File: config.mk
export PLATFORM = sky130hd
export DESIGN_NAME = touch_adc_serial_sequencer
export DESIGN_NICKNAME = d
export VERILOG_FILES = /design/src/core/sar_register.v /design/src/core/touch_adc_serial_sequencer.v
export VERILOG_INCLUDE_DIRS = /design/src /design/src/pkg
export SDC_FILE = /design/constraint.sdc
export NUM_CORES = 1
export LEC_CHECK = 0
export ABC_AREA = 0
export BUFFER_PORTS_ARGS = -buffer_cell sky130_fd_sc_hd__buf_2
export CAP_MARGIN = 15
export CORE_MARGIN = 10
export CORE_UTILIZATION = 55
export CTS_BUF_LIST = sky130_fd_sc_hd__clkbuf_8
export DETAILED_ROUTE_END_ITERATION = 8
export PLACE_DENSITY = 0.86
export SYNTH_ARGS = -nofsm -noshare
export SYNTH_HDL_FRONTEND = slang
export SYNTH_SLANG_ARGS = --single-unit
File: constraint.sdc
create_clock -name core_clk_i -period 1.9 [get_ports core_clk_i]
set_input_delay 0.095 -clock core_clk_i [delete_from_list [all_inputs] [get_ports core_clk_i]]
set_output_delay 0.095 -clock core_clk_i [all_outputs]
set_load 0.05 [all_outputs]
File: src/pkg/touch_adc_map.vh
`ifndef TOUCH_ADC_MAP_VH
`define TOUCH_ADC_MAP_VH

// ----------------------------------------------------------------------
// Frame timing, counted in host shift clock cycles.
// ----------------------------------------------------------------------
`define FRAME_CLKS        5'h18
`define CMD_BITS          5'h08
`define ACQ_START_CNT     5'h05
`define ACQ_END_CNT       5'h08
`define CH_DONE_CNT       5'h03
`define BYTE_DONE_CNT     5'h07
`define CONV_BITS_HI      4'hc
`define CONV_BITS_LO      4'h8

// ----------------------------------------------------------------------
// Command byte field positions, start flag in the top bit.
// ----------------------------------------------------------------------
`define CMD_START_BIT     7
`define CMD_CH_MSB        6
`define CMD_CH_LSB        4
`define CMD_RES_BIT       3
`define CMD_REF_BIT       2
`define CMD_PD_MSB        1
`define CMD_PD_LSB        0

// ----------------------------------------------------------------------
// Channel select codes.
// ----------------------------------------------------------------------
`define CH_TEMP_BASE      3'h0
`define CH_Y_POS          3'h1
`define CH_BATTERY        3'h2
`define CH_Z1_POS         3'h3
`define CH_Z2_POS         3'h4
`define CH_X_POS          3'h5
`define CH_TEMP_91X       3'h7

// ----------------------------------------------------------------------
// Panel driver enables {x_pos, x_neg, y_pos, y_neg}.
// ----------------------------------------------------------------------
`define DRV_NONE          4'h0
`define DRV_Y_PAIR        4'h3
`define DRV_YP_XN         4'h6
`define DRV_X_PAIR        4'hc

// ----------------------------------------------------------------------
// Reset values.
// ----------------------------------------------------------------------
`define RST_CHANNEL       3'h0
`define RST_PD            2'h0

`endif

File: src/core/sar_register.v
`timescale 1ns/1ps

module sar_register #(
    parameter WIDTH = 12
) (
    // Clock and reset.
    input  wire             core_clk_i,
    input  wire             rst_i,
    // Control.
    input  wire             load_i,
    input  wire             step_i,
    input  wire             comp_i,
    // Trial code toward the capacitor array.
    output reg  [WIDTH-1:0] dac_code_o
);

    reg [WIDTH-1:0] trial_r;

    // ------------------------------------------------------------------
    // Successive approximation, one decision per step.
    // ------------------------------------------------------------------
    always @(posedge core_clk_i) begin
        if (rst_i) begin
            trial_r    <= {WIDTH{1'b0}};
            dac_code_o <= {WIDTH{1'b0}};
        end else if (load_i) begin
            trial_r    <= {1'b1, {(WIDTH-1){1'b0}}};
            dac_code_o <= {1'b1, {(WIDTH-1){1'b0}}};
        end else if (step_i) begin
            trial_r    <= trial_r >> 1;
            dac_code_o <= (dac_code_o & ~trial_r)
                        | (comp_i ? trial_r : {WIDTH{1'b0}})
                        | (trial_r >> 1);
        end
    end

endmodule

File: src/core/touch_adc_serial_sequencer.v
// Contract
// - Frame is three bytes, 24 shift clocks.
// - Acquire and enable panel drivers once channel known.
// - Three clocks later: convert, sample-and-hold holds.
// - Single-ended mode: drivers off at conversion start.
// - Convert over twelve clocks after acquisition.
// - Ratiometric: drivers stay on, thirteenth clock outputs.
// - Trailing clocks ignored, result output held low.
// - Channel 000: base-current diode bias to converter.
// - Channel 111: diode bias at 91x current.
// - Diode bias only during three acquisition clocks.
// - Channel 010: battery divider only while sampling.
// - Ignore command input until first high bit.
// - Command byte MSB first with fixed field order.
// - Resolution bit low 12-bit, high 8-bit.
// - Reference bit high single-ended, low ratiometric.
`timescale 1ns/1ps
`include "touch_adc_map.vh"

module touch_adc_serial_sequencer #(
    parameter RES_WIDTH = 12
) (
    // Clock and reset.
    input  wire                 core_clk_i,
    input  wire                 rst_i,
    // Serial link from the host.
    input  wire                 host_shift_clock_i,
    input  wire                 serial_cmd_i,
    output reg                  serial_result_o,
    // Converter analog control.
    input  wire                 comparator_i,
    output reg                  sample_track_o,
    output reg                  converting_o,
    output wire [RES_WIDTH-1:0] dac_code_o,
    // Panel drivers.
    output reg                  x_pos_drv_o,
    output reg                  x_neg_drv_o,
    output reg                  y_pos_drv_o,
    output reg                  y_neg_drv_o,
    // Diode bias and battery divider.
    output reg                  temp_bias_en_o,
    output reg                  temp_bias_91x_o,
    output reg                  batt_div_en_o,
    // Decoded command fields.
    output reg  [2:0]           channel_select_o,
    output reg                  ref_mode_select_o,
    output reg                  res_8bit_o,
    output reg  [1:0]           power_down_select_o
);

    // ------------------------------------------------------------------
    // States.
    // ------------------------------------------------------------------
    localparam ST_IDLE = 2'h0;
    localparam ST_CMD  = 2'h1;
    localparam ST_CONV = 2'h2;
    localparam ST_TAIL = 2'h3;

    reg [1:0] state_r;
    reg [4:0] cnt_r;
    reg [3:0] step_r;
    reg [7:0] shift_r;
    reg       prev_bit_r;
    reg       sar_load_r;
    reg       sar_step_r;
    reg [3:0] drv_sel;
    reg [3:0] nbits;
    reg [3:0] last_step;

    // ------------------------------------------------------------------
    // Input synchronisers and shift clock edge detection.
    // ------------------------------------------------------------------
    reg hclk_s1_r;
    reg hclk_s2_r;
    reg hclk_prev_r;
    reg din_s1_r;
    reg din_s2_r;
    reg comp_s1_r;
    reg comp_s2_r;

    always @(posedge core_clk_i) begin
        if (rst_i) begin
            hclk_s1_r   <= 1'b0;
            hclk_s2_r   <= 1'b0;
            hclk_prev_r <= 1'b0;
            din_s1_r    <= 1'b0;
            din_s2_r    <= 1'b0;
            comp_s1_r   <= 1'b0;
            comp_s2_r   <= 1'b0;
        end else begin
            hclk_s1_r   <= host_shift_clock_i;
            hclk_s2_r   <= hclk_s1_r;
            hclk_prev_r <= hclk_s2_r;
            din_s1_r    <= serial_cmd_i;
            din_s2_r    <= din_s1_r;
            comp_s1_r   <= comparator_i;
            comp_s2_r   <= comp_s1_r;
        end
    end

    // The link clock is sampled like any pin, so its edges are seen about
    // three core cycles after they happen on the wire.
    wire rise = hclk_s2_r & ~hclk_prev_r;
    wire fall = ~hclk_s2_r & hclk_prev_r;

    // ------------------------------------------------------------------
    // Panel driver selection per channel.
    // ------------------------------------------------------------------
    always @* begin
        case (channel_select_o)
            `CH_Y_POS:  drv_sel = `DRV_Y_PAIR;
            `CH_Z1_POS: drv_sel = `DRV_YP_XN;
            `CH_Z2_POS: drv_sel = `DRV_YP_XN;
            `CH_X_POS:  drv_sel = `DRV_X_PAIR;
            default:    drv_sel = `DRV_NONE;
        endcase
    end

    // ------------------------------------------------------------------
    // Conversion length.
    // ------------------------------------------------------------------
    always @* begin
        nbits     = res_8bit_o ? `CONV_BITS_LO : `CONV_BITS_HI;
        last_step = ref_mode_select_o ? nbits
                                      : nbits + 4'h1;
    end

    // ------------------------------------------------------------------
    // Frame events, one core cycle wide.
    // ------------------------------------------------------------------
    // Acquisition opens at the fifth fall, once the channel bits are in,
    // and closes three host clocks later at the eighth fall.
    wire in_cmd     = (state_r == ST_CMD);
    wire start_seen = rise && (state_r == ST_IDLE) && din_s2_r;
    wire ch_done    = rise && in_cmd && (cnt_r == `CH_DONE_CNT);
    wire byte_done  = rise && in_cmd && (cnt_r == `BYTE_DONE_CNT);
    wire acq_start  = fall && in_cmd && (cnt_r == `ACQ_START_CNT);
    wire acq_end    = fall && in_cmd && (cnt_r == `ACQ_END_CNT);
    wire conv_last  = fall && (state_r == ST_CONV) &&
                      (step_r + 4'h1 == last_step);
    wire is_temp    = (channel_select_o == `CH_TEMP_BASE) ||
                      (channel_select_o == `CH_TEMP_91X);

    // ------------------------------------------------------------------
    // Sequencer.
    // ------------------------------------------------------------------
    always @(posedge core_clk_i) begin
        if (rst_i) begin
            state_r         <= ST_IDLE;
            cnt_r           <= 5'h00;
            step_r          <= 4'h0;
            shift_r         <= 8'h00;
            prev_bit_r      <= 1'b0;
            sar_load_r      <= 1'b0;
            sar_step_r      <= 1'b0;
            serial_result_o <= 1'b0;
            sample_track_o  <= 1'b0;
            converting_o    <= 1'b0;
        end else begin
            sar_load_r <= 1'b0;
            sar_step_r <= 1'b0;
            if (rise && state_r != ST_IDLE) begin
                cnt_r <= cnt_r + 5'h01;
            end
            case (state_r)
                ST_IDLE: begin
                    if (start_seen) begin
                        state_r <= ST_CMD;
                        cnt_r   <= 5'h01;
                        shift_r <= 8'h01;
                    end
                end
                ST_CMD: begin
                    if (rise) begin
                        shift_r <= {shift_r[6:0], din_s2_r};
                    end
                    if (acq_start) begin
                        sample_track_o <= 1'b1;
                    end
                    if (acq_end) begin
                        sample_track_o <= 1'b0;
                        converting_o   <= 1'b1;
                        sar_load_r     <= 1'b1;
                        step_r         <= 4'h0;
                        prev_bit_r     <= 1'b0;
                        state_r        <= ST_CONV;
                    end
                end
                ST_CONV: begin
                    // In ratiometric mode each bit leaves one fall after its
                    // decision, so an extra fall carries the last bit.
                    if (fall) begin
                        step_r <= step_r + 4'h1;
                        if (step_r < nbits) begin
                            sar_step_r <= 1'b1;
                            prev_bit_r <= comp_s2_r;
                            serial_result_o <= ref_mode_select_o
                                ? comp_s2_r : prev_bit_r;
                        end else begin
                            serial_result_o <= prev_bit_r;
                        end
                    end
                    if (conv_last) begin
                        state_r      <= ST_TAIL;
                        converting_o <= 1'b0;
                    end
                end
                ST_TAIL: begin
                    // The tail clocks count out the frame and hold the result line low.
                    if (fall) begin
                        serial_result_o <= 1'b0;
                        if (cnt_r == `FRAME_CLKS) begin
                            state_r <= ST_IDLE;
                        end
                    end
                end
                default: begin
                    state_r <= ST_IDLE;
                end
            endcase
        end
    end

    // ------------------------------------------------------------------
    // Panel drivers.
    // ------------------------------------------------------------------
    // Single-ended conversions release the panel at hold; ratiometric
    // ones keep it driven until the last conversion step.
    always @(posedge core_clk_i) begin
        if (rst_i) begin
            x_pos_drv_o <= 1'b0;
            x_neg_drv_o <= 1'b0;
            y_pos_drv_o <= 1'b0;
            y_neg_drv_o <= 1'b0;
        end else if (acq_start) begin
            x_pos_drv_o <= drv_sel[3];
            x_neg_drv_o <= drv_sel[2];
            y_pos_drv_o <= drv_sel[1];
            y_neg_drv_o <= drv_sel[0];
        end else if ((acq_end && ref_mode_select_o) || conv_last) begin
            x_pos_drv_o <= 1'b0;
            x_neg_drv_o <= 1'b0;
            y_pos_drv_o <= 1'b0;
            y_neg_drv_o <= 1'b0;
        end
    end

    // ------------------------------------------------------------------
    // Command field capture.
    // ------------------------------------------------------------------
    // Fields stand until the next command byte overwrites them.
    always @(posedge core_clk_i) begin
        if (rst_i) begin
            channel_select_o    <= `RST_CHANNEL;
            ref_mode_select_o   <= 1'b0;
            res_8bit_o          <= 1'b0;
            power_down_select_o <= `RST_PD;
        end else begin
            if (ch_done) begin
                channel_select_o <= {shift_r[1:0], din_s2_r};
            end
            if (byte_done) begin
                res_8bit_o          <= shift_r[2];
                ref_mode_select_o   <= shift_r[1];
                power_down_select_o <= {shift_r[0], din_s2_r};
            end
        end
    end

    // ------------------------------------------------------------------
    // Diode bias and battery divider.
    // ------------------------------------------------------------------
    always @(posedge core_clk_i) begin
        if (rst_i) begin
            temp_bias_en_o  <= 1'b0;
            temp_bias_91x_o <= 1'b0;
            batt_div_en_o   <= 1'b0;
        end else if (acq_start) begin
            temp_bias_en_o  <= is_temp;
            temp_bias_91x_o <= (channel_select_o == `CH_TEMP_91X);
            batt_div_en_o   <= (channel_select_o == `CH_BATTERY);
        end else if (acq_end) begin
            temp_bias_en_o  <= 1'b0;
            temp_bias_91x_o <= 1'b0;
            batt_div_en_o   <= 1'b0;
        end
    end

    // ------------------------------------------------------------------
    // Successive approximation register.
    // ------------------------------------------------------------------
    // The SAR takes the stored decision, so the code it builds matches
    // the bits sent out on the result line.
    sar_register #(
        .WIDTH      (RES_WIDTH)
    ) u_sar (
        .core_clk_i (core_clk_i),
        .rst_i      (rst_i),
        .load_i     (sar_load_r),
        .step_i     (sar_step_r),
        .comp_i     (prev_bit_r),
        .dac_code_o (dac_code_o)
    );

endmodule

======== Yosys cells after proc, flatten, opt, wreduce, memory -nomap -nowiden ========
Cells that the tools add are included.
W data, S select, Z words.
word-level totals
  register bits ........................... 65
  bits of input ports ..................... 5
  output and inout bits ................... 29
  logic and storage cells ................. 151
cells by class
  $add $sub $neg .......................... 3
  order comparisons ....................... 1
  eq/ne operators ......................... 23
  mux-type cells .......................... 47
  bitwise operators ....................... 11
  reductions and logical operators ........ 34
operators by type and width
  operator               count
  $mux W12               5
  $mux W1                21
  $mux W5                3
  $reduce_bool A2 Y1     7
  $and A12 B12 Y12       1
  $logic_and A1 B1 Y1    12
  $mux W4                3
  $ne A2 B2 Y1 const B   6
  $not A12 Y12           1
  $or A12 B11 Y12        1
  $or A12 B12 Y12        1
  $pmux W4 S3            1
  $reduce_and A3 Y1      4
  $eq A5 B3 Y1 const B   2
  $mux W2                5
  $eq A3 B3 Y1 const B   3
  $mux W3                3
  $add A4 B1 Y4 const B  2
  $pmux W2 S4            1
  $pmux W4 S2            1
  $eq A3 B2 Y1 const B   2
  $pmux W1 S2            3
  $pmux W3 S2            1
  $reduce_or A2 Y1       3
  other kinds (19)       27

======== Logic depth before layout (Yosys ltp) ========
Gate-level depths: netlist (run 1).
  word-level depth ........................ 8
  gate-level depth with buffers ........... 8
  gate-level depth less buffers ........... 7

======== Hierarchy ========
A second synthesis (run 1) with hierarchy kept.
second synthesis, totals
  cell total of the unflattened synthesis .. 318
  area total of the unflattened synthesis .. 2977.9 µm²
modules (own cells, without submodules)
  module                      times used  cells an instance  area each (µm²)  sequential area each (µm²)
  touch_adc_serial_sequencer  1           215                1905.6           820.8
  sar_register                1           103                1072.3           480.5

======== Least setup slack after synthesis (run 1) ========
OpenSTA, ideal clock, no wires.
  path type ............................... reg-to-reg
  from .................................... register state_r[1]
  to ...................................... register ref_mode_select_o
  library setup time ...................... 128 ps
  arrival ................................. 1497 ps
  data required time ...................... 1772 ps
  setup slack ............................. 276 ps
  cell stages (with the launch flop) ...... 8
  buffers on the path ..................... 1
  clock period less this slack ............ 1624 ps
  cells stage by stage .................... dfxtp_1 > inv_1 > ha_1 > nand3b_1 > or4b_1 > buf_2 > mux2i_1 > nor2_1
on the way
  word-level cells in the longest chain between the ends .. 3
RTL lines
  what                               line                              RTL
  start, declared                    touch_adc_serial_sequencer.v:59   reg [1:0] state_r;
  start signal, assigned             touch_adc_serial_sequencer.v:149  state_r <= ST_IDLE;
  start signal, assigned             touch_adc_serial_sequencer.v:168  state_r <= ST_CMD;
  start signal, assigned             touch_adc_serial_sequencer.v:186  state_r <= ST_CONV;
  $eq A2 B1 Y1                       touch_adc_serial_sequencer.v:133  wire in_cmd = (state_r == ST_CMD);
  $logic_and A1 B1 Y1 (2 in series)  touch_adc_serial_sequencer.v:136  wire byte_done = rise && in_cmd && (cnt_r == `BYTE_DONE_CNT);
  end signal, assigned               touch_adc_serial_sequencer.v:264  ref_mode_select_o <= shift_r[1];
  end, declared                      touch_adc_serial_sequencer.v:46   output reg ref_mode_select_o,
No other way between the ends.
A chain may end at the register's enable or synchronous reset.

======== Final worst setup path (run 1) ========
  from .................................... register state_r[0]
  to ...................................... register state_r[0]
on the way
  word-level cells in the longest chain between the ends .. 5
  elaborated cells on any way between the ends .. 17
  classes of those cells .................. 8 x eq/ne; 1 x mux; 8 x reduce/logical
RTL lines
  what                                                           line
  $eq A2 B2 Y1, or another cell as far along                     touch_adc_serial_sequencer.v:139, touch_adc_serial_sequencer.v:165
  $logic_and A1 B1 Y1, on equally long branches (2 in series)    touch_adc_serial_sequencer.v:139, touch_adc_serial_sequencer.v:134, touch_adc_serial_sequencer.v:138
  $ne A2 B2 Y1 (no source line) or $ne A2 B1 Y1 (tied branches)  -
  $reduce_and A5 Y1 (no source line)                             -
Parallel ways exist; a longest one is shown, timed or not.

==> results of run 1 <==
[final cells by class]
| cell class | instances | area (µm²) | area share |
|---|---|---|---|
| Timing Repair Buffer | 44 | 255 | 0.0761 |
| Tap cell | 70 | 87.6 | 0.0261 |
| Sequential cell | 65 | 1300 | 0.389 |
| Clock buffer | 12 | 165 | 0.0493 |
| Inverter | 12 | 45.0 | 0.0134 |
| Clock inverter | 4 | 50.0 | 0.0149 |
| Multi-Input combinational cell | 225 | 1450 | 0.432 |
[where the power goes]
part	internal, W	switching (W)
logic	0.0000827	0.000136
registers	0.00138	0.0000159
clock network	0.000711	0.000514
total	0.00218	0.000666
[sequential cells by signal (all words and copies together), names as in the netlist, 2 cells and up]
signal and cells:
channel_select_o 3, u_sar.dac_code_o 12, state_r 2, shift_r 3, power_down_select_o 2, u_sar.trial_r 12
step_r 4, cnt_r 5
[how the worst min path moves through the flow]
stage,start,end,cells past startpoint
CTS,rst_i,u_sar.trial_r[11]$_SDFFE_PP0P_,2
detailed placement,host_shift_clock_i,hclk_s1_r$_SDFF_PP0_,2
floorplan,comparator_i,comp_s1_r$_SDFF_PP0_,1
finish,rst_i,u_sar.trial_r[11]$_SDFFE_PP0P_,2
global placement,host_shift_clock_i,hclk_s1_r$_SDFF_PP0_,2
global route,rst_i,u_sar.trial_r[11]$_SDFFE_PP0P_,2
[layout by cell type (no fill, tap or decap), drive strengths merged, types with 2 or more instances in the layout]
| cell | instances |
|---|---|
| a211oi | 3 |
| a21o | 2 |
| a21oi | 29 |
| a22oi | 5 |
| a311oi | 6 |
| and3 | 2 |
| buf | 41 |
| clkbuf | 12 |
| clkinvlp | 2 |
| dfxtp | 65 |
| dlygate4sd3 | 3 |
| ha | 9 |
| inv | 12 |
| mux2i | 22 |
| nand2 | 12 |
| nand2b | 7 |
| nand3 | 4 |
| nand3b | 6 |
| nand4 | 2 |
| nand4b | 2 |
| nor2 | 62 |
| nor2b | 8 |
| nor3 | 6 |
| o21ai | 12 |
| o221a | 5 |
| or2 | 4 |
| xnor2 | 3 |
| xor2 | 4 |
[per-stage QoR]
stage	setup WS (ns)	cell area, µm²	TNS (ns)	utilization
CTS	0.0737	3340	0	0.662
floorplan	0.276	2840	0	-
global placement	0.141	3090	0	0.613
detailed placement	0.0926	3090	0	0.613
finish	0.143	3350	0	0.665
global route	-0.0115	3350	-0.0115	0.665
[worst reg2reg max path, stage by stage (launching register included)]
cell and delay [ns]:
dfxtp_1 0.33, inv_1 0.13, ha_2 0.29, nand3b_2 0.12
nor3_2 0.19, nand3_1 0.15, a21o_1 0.23, a211oi_1 0.24
[layer usage]
metal  GRT usage  part of all wire
met1       0.144              0.43
met2       0.259              0.50
met4      0.0656             0.014
met3      0.0530             0.055
met5           0                 0
[kinds of logic (layout without fill, tap and decap cells)]
| family | Yosys count | count (layout) | synth area share |
|---|---|---|---|
| and+or+nand+nor | 122 | 122 | 0.221 |
| AOI/OAI and AO/OA | 65 | 65 | 0.144 |
| DFF | 65 | 65 | 0.458 |
| buffers and inverters | 27 | 72 | 0.0379 |
| muxes | 22 | 22 | 0.0775 |
| adders and majority gates | 9 | 9 | 0.0396 |
| xor gates and xnor gates | 7 | 7 | 0.0216 |
[what timing repair did]
item / in CTS / in global routing
hold buffers: 3 / 0
endpoints found under the hold margin: 3 / 0
gates resized for setup: 0 / 5
endpoints found under the setup margin: 0 / 7
==> results.py, run 1 <==
metrics = {
    "status": {
        "status": "finished, final reports clean",
    },
    "synth": {
        "synth-edff-count": 0,
        "synth_top_cell_by_area": "dfxtp_1",
        "synthesis.area_mm2": 0.00284,
        "synthTopCellsByCount": "65 x dfxtp_1, 61 x nor2_1, 29 x a21oi_1, 22 x mux2i_1, 12 x nand2_1",
        "synthFlopType": "dfxtp_1",
        "syn_area_per_cell_um2": 8.96,
        "yosysSeqAreaShare": 0.458,
        "synthDistinctLibCells": 46,
        "yosysTopAreaCellShare": 0.458,
        "syn_inst": 317,
        "async_reset_ff_frac": 0,
        "ys.warnings.count": 0,
        "synth.net_count": 331,
        "synth_seq_cells": 65,
        "synthMostInstantiatedCell": "dfxtp_1",
        "synthTopCellsByArea": "dfxtp_1 46%, nor2_1 8.1%, mux2i_1 7.8%, a21oi_1 5.1%, ha_1 4.0%",
    },
    "cts": {
        "h-tree-depth": 3,
        "cts_made_buffers": 9,
        "cts_setup_buffers": 0,
        "clockRootBuffer": "clkbuf_8",
        "cts_tree": "built",
        "cts_sinks": 65,
        "clock_latency_ns": 0.34,
        "ctsLongestPathBuffers": 2,
        "cts.reportedPaths.clkPinSlew_ns": 0.07,
    },
    "power": {
        "p_total_w": 0.00284,
        "power.density_mw_per_mm2": 848,
        "ir_drop_mv": 0.718,
        "leakage_nw": 1.34,
    },
    "timing": {
        "hold_violations": 0,
        "grt_setup_unrepaired": "true",
        "post-route-period-util": 0.925,
        "max_freq_ghz": 0.569,
        "setup_viol": 0,
        "tightest_slew_ns": 0.526,
        "timing.hold.ws_ns": 0.140,
        "drv_slew": 0,
        "period_minus_slack_ns": 1.76,
        "fin_skew_ns": 0.0113,
        "slew_headroom": 0.647,
    },
    "detailed_routing": {
        "drc_errors": 0,
        "initialDrtViolationCount": 74,
        "ant_nets": 0,
        "wl_per_cell_um": 13.8,
        "wl_um": 5970,
        "vias": 2309,
        "viasPerCell": 5.34,
        "drtPass1Iterations": 4,
    },
    "setup_path": {
        "path_delay_family": "compound AO/OA/AOI/OAI gates",
        "cp-endpoint": "state_r[0]$_SDFFE_PP0P_",
        "cp_num_buf_inv": 1,
        "timing.rr.end": "state_r[0]$_SDFFE_PP0P_",
        "slowest_delay_ns": 0.33,
        "rrSetupSlack_ns": 0.14,
        "rr_startpoint": "state_r[0]$_SDFFE_PP0P_",
        "critPathRequiredTime_ns": 2.14,
        "reg2regPathDepth": 7,
        "cp_cell_sequence": "inv_1 -> ha_2 -> nand3b_2 -> nor3_2 -> nand3_1 -> a21o_1 -> a211oi_1",
        "path_max_fanout": 8,
        "crit_type": "flop to flop",
        "worstPathArrival_ns": 2.00,
        "cp-end-kind": "flop",
        "path_depth": 7,
        "crit_slowest_cell": "dfxtp_1",
        "critPathLaunchType": "flop",
        "critPathLaunch": "state_r[0]$_SDFFE_PP0P_",
    },
    "global_routing": {
        "grt_pass1_wl_um": 10200,
        "grt_util_all_layers": 0.144,
        "grt.overflow.total": 0,
        "grt_max_degree": 25,
        "grt_pass1_vias": 2333,
        "antenna_found_initial": 0,
    },
    "die": {
        "coreArea_mm2": 0.00504,
        "ioPinCount": 34,
        "fp.dieW_um": 91.9,
        "die_area_mm2": 0.00844,
        "start_util": 0.563,
        "std_cell_rows": 26,
        "fp.dieH_um": 91.9,
    },
    "final_layout": {
        "area_growth_pct": 18.0,
        "final_nets": 371,
        "num_antenna_cells": 0,
        "fill_cells": 412,
        "drive_gt1_frac": 0.204,
        "fin_cells": 432,
    },
    "flow_run": {
        "cap_viol_max_count": 0,
    },
    "place": {
        "dp.final_hpwl_um": 4210,
        "port_buffers": 33,
        "dp_cells": 413,
        "gp_congestion": 0.857,
    },
    "worst_hold_path": {
        "hold_class": "input port to flop",
    },
}
Power figures use the tool's default switching activity.
==> run 2: changes to the inputs <==
ABC_AREA = 1   (was 0)
CORE_UTILIZATION = 30   (was 55)
PLACE_DENSITY = 0.57   (was 0.86)
SETUP_SLACK_MARGIN = 0.15   (was default)
==> results.py, run 2 <==
metrics = {
    "detailed_routing": {
        "vias": 2446,
        "ant_nets": 0,
        "viasPerCell": 4.50,
        "drc_errors": 0,
        "wl_per_cell_um": 11.8,
        "wl_um": 6410,
        "drtPass1Iterations": 4,
        "initialDrtViolationCount": 213,
    },
    "timing": {
        "slew_headroom": 0.697,
        "tightest_slew_ns": 0.453,
        "fin_skew_ns": 0.00736,
        "period_minus_slack_ns": 1.58,
        "drv_slew": 0,
        "fin_tns_setup_ns": 0,
        "max_freq_ghz": 0.632,
        "setup_viol": 0,
        "hold_violations": 0,
        "post-route-period-util": 0.833,
        "grt_setup_unrepaired": "false",
    },
    "die": {
        "die_area_mm2": 0.0137,
        "fp.dieH_um": 117,
        "std_cell_rows": 35,
        "ioPinCount": 34,
        "start_util": 0.307,
        "fp.dieW_um": 117,
        "coreArea_mm2": 0.00920,
    },
    "final_layout": {
        "num_antenna_cells": 0,
        "top_regs": "u_sar.dac_code_o (12), u_sar.trial_r (12), cnt_r (5)",
        "drive_gt1_frac": 0.167,
        "final_cell_mix": "91 x nand2_1, 64 x dfxtp_1, 62 x inv_1, 37 x a21oi_1",
        "final_nets": 442,
        "final_common_cell": "nand2_1",
        "area_growth_pct": 19.4,
    },
    "setup_path": {
        "worstPathArrival_ns": 1.85,
        "reg2regPathDepth": 9,
        "critPathRequiredTime_ns": 2.17,
        "path_max_fanout": 6,
        "cp-end-kind": "flop",
        "critPathLaunchType": "flop",
        "rrSetupSlack_ns": 0.32,
        "crit_type": "flop to flop",
    },
    "global_routing": {
        "globalRouteMet2Util": 0.154,
        "grt.met3_usage": 0.0357,
        "grt_util_all_layers": 0.0992,
        "grt_pass1_vias": 2357,
        "met1_usage": 0.123,
        "grt.overflow.total": 0,
        "antenna_found_initial": 0,
        "top_usage_layer": "met2",
        "grt_max_degree": 21,
        "grt_pass1_wl_um": 10900,
    },
    "status": {
        "status": "finished, final reports clean",
    },
    "synth": {
        "syn_area_per_cell_um2": 7.39,
        "synthesis.area_mm2": 0.00282,
        "synth.net_count": 396,
        "synth_seq_cells": 65,
        "synthTopCellsByCount": "93 x nand2_1, 65 x dfxtp_1, 61 x inv_1, 38 x a21oi_1, 34 x nor2_1",
        "yosysSeqAreaShare": 0.461,
        "synth_top_cell_by_area": "dfxtp_1",
        "yosysTopAreaCellShare": 0.461,
        "ys.warnings.count": 0,
        "syn_inst": 382,
        "async_reset_ff_frac": 0,
        "synth-edff-count": 0,
        "synthMostInstantiatedCell": "nand2_1",
        "synthFlopType": "dfxtp_1",
        "synthTopCellsByArea": "dfxtp_1 46%, nand2_1 12%, inv_1 8.1%, a21oi_1 6.7%, nor2_1 4.5%",
        "synthDistinctLibCells": 27,
    },
    "cts": {
        "cts.reportedPaths.clkPinSlew_ns": 0.07,
        "h-tree-depth": 3,
        "clock_latency_ns": 0.34,
        "clockRootBuffer": "clkbuf_8",
        "cts_tree": "built",
        "ctsLongestPathBuffers": 2,
        "cts_made_buffers": 9,
        "cts_sinks": 65,
    },
    "power": {
        "ir_drop_mv": 0.497,
        "p_total_w": 0.00284,
        "leakage_nw": 1.50,
        "power.density_mw_per_mm2": 843,
    },
    "worst_hold_path": {
        "whs_path_depth": 2,
        "hold_class": "input port to flop",
    },
    "flow_run": {
        "cap_viol_max_count": 0,
    },
    "place": {
        "port_buffers": 33,
        "gp_congestion": 0.799,
        "dp.final_hpwl_um": 4740,
    },
}
run 2: repair_timing:
| action | in CTS | in global routing |
|---|---|---|
| resized for setup | 0 | 10 |
| hold buffers | 3 | 0 |
| endpoints found under the setup margin | 0 | 16 |
| hold endpoints to repair | 3 | 0 |
| setup buffers | 0 | 3 |
run 2: layout make-up:
cell class / count / area, µm²
fill: 995 / 5830
sequential: 65 / 1300
multi-input combinational: 245 / 1270
timing repair buffer: 44 / 255
inverter: 63 / 236
tap: 111 / 139
clock buffer: 10 / 138
clock inverter: 5 / 25.0
run 2: cells by family after synthesis:
family                   Yosys count  share of synthesized area
AO/OA/AOI/OAI                     73                      0.145
XOR/XNOR                           2                    0.00621
adder cells (fa/ha/maj)            9                     0.0399
buffers and inverters             72                     0.0958
flip-flops                        65                      0.461
AND/OR/NAND/NOR                  161                      0.252
run 2: worst max-delay path, cell delays in order (launching register included):
cell     delay (ns)
dfxtp_1        0.34
inv_2          0.09
ha_1           0.17
inv_2          0.09
nor3_4         0.20
nand2_2        0.12
a21oi_1        0.15
buf_4          0.15
nand3_1        0.07
a21oi_1        0.14
run 2: through the flow:
stage / hold slack (ns) / util / setup WS [ns] / instances / instance area [µm²]
after floorplan: 0.202 / - / 0.322 / 382 / 2820
after global placement: 0.295 / 0.340 / 0.231 / 522 / 3130
after detailed placement: 0.303 / 0.340 / 0.178 / 522 / 3130
after CTS: 0.0291 / 0.361 / 0.171 / 540 / 3320
after global routing: 0.0578 / 0.366 / 0.161 / 543 / 3370
final: 0.0451 / 0.366 / 0.318 / 543 / 3370
run 2: final timing paths:
| path | end | startpoint |
|---|---|---|
| max | step_r[2]$_SDFFE_PP0P_ | state_r[1]$_SDFFE_PP0P_ |
| min | hclk_s1_r$_SDFF_PP0_ | rst_i |
| max reg2reg | step_r[2]$_SDFFE_PP0P_ | state_r[1]$_SDFFE_PP0P_ |
| min reg2reg | din_s2_r$_SDFF_PP0_ | din_s1_r$_SDFF_PP0_ |
run 2: report_power, final:
part	internal [W]	switching [W]	total, W
clock	0.000487	0.000504	0.000991
sequential	0.00140	0.0000299	0.00143
combinational	0.000134	0.000281	0.000415
run 2: metal layers:
layer / up-vias / part of all wire
met5: - / 0
met4: 0 / 0.013
met3: 7 / 0.053
met2: 38 / 0.44
met1: 1090 / 0.49
li1: 1311 / -
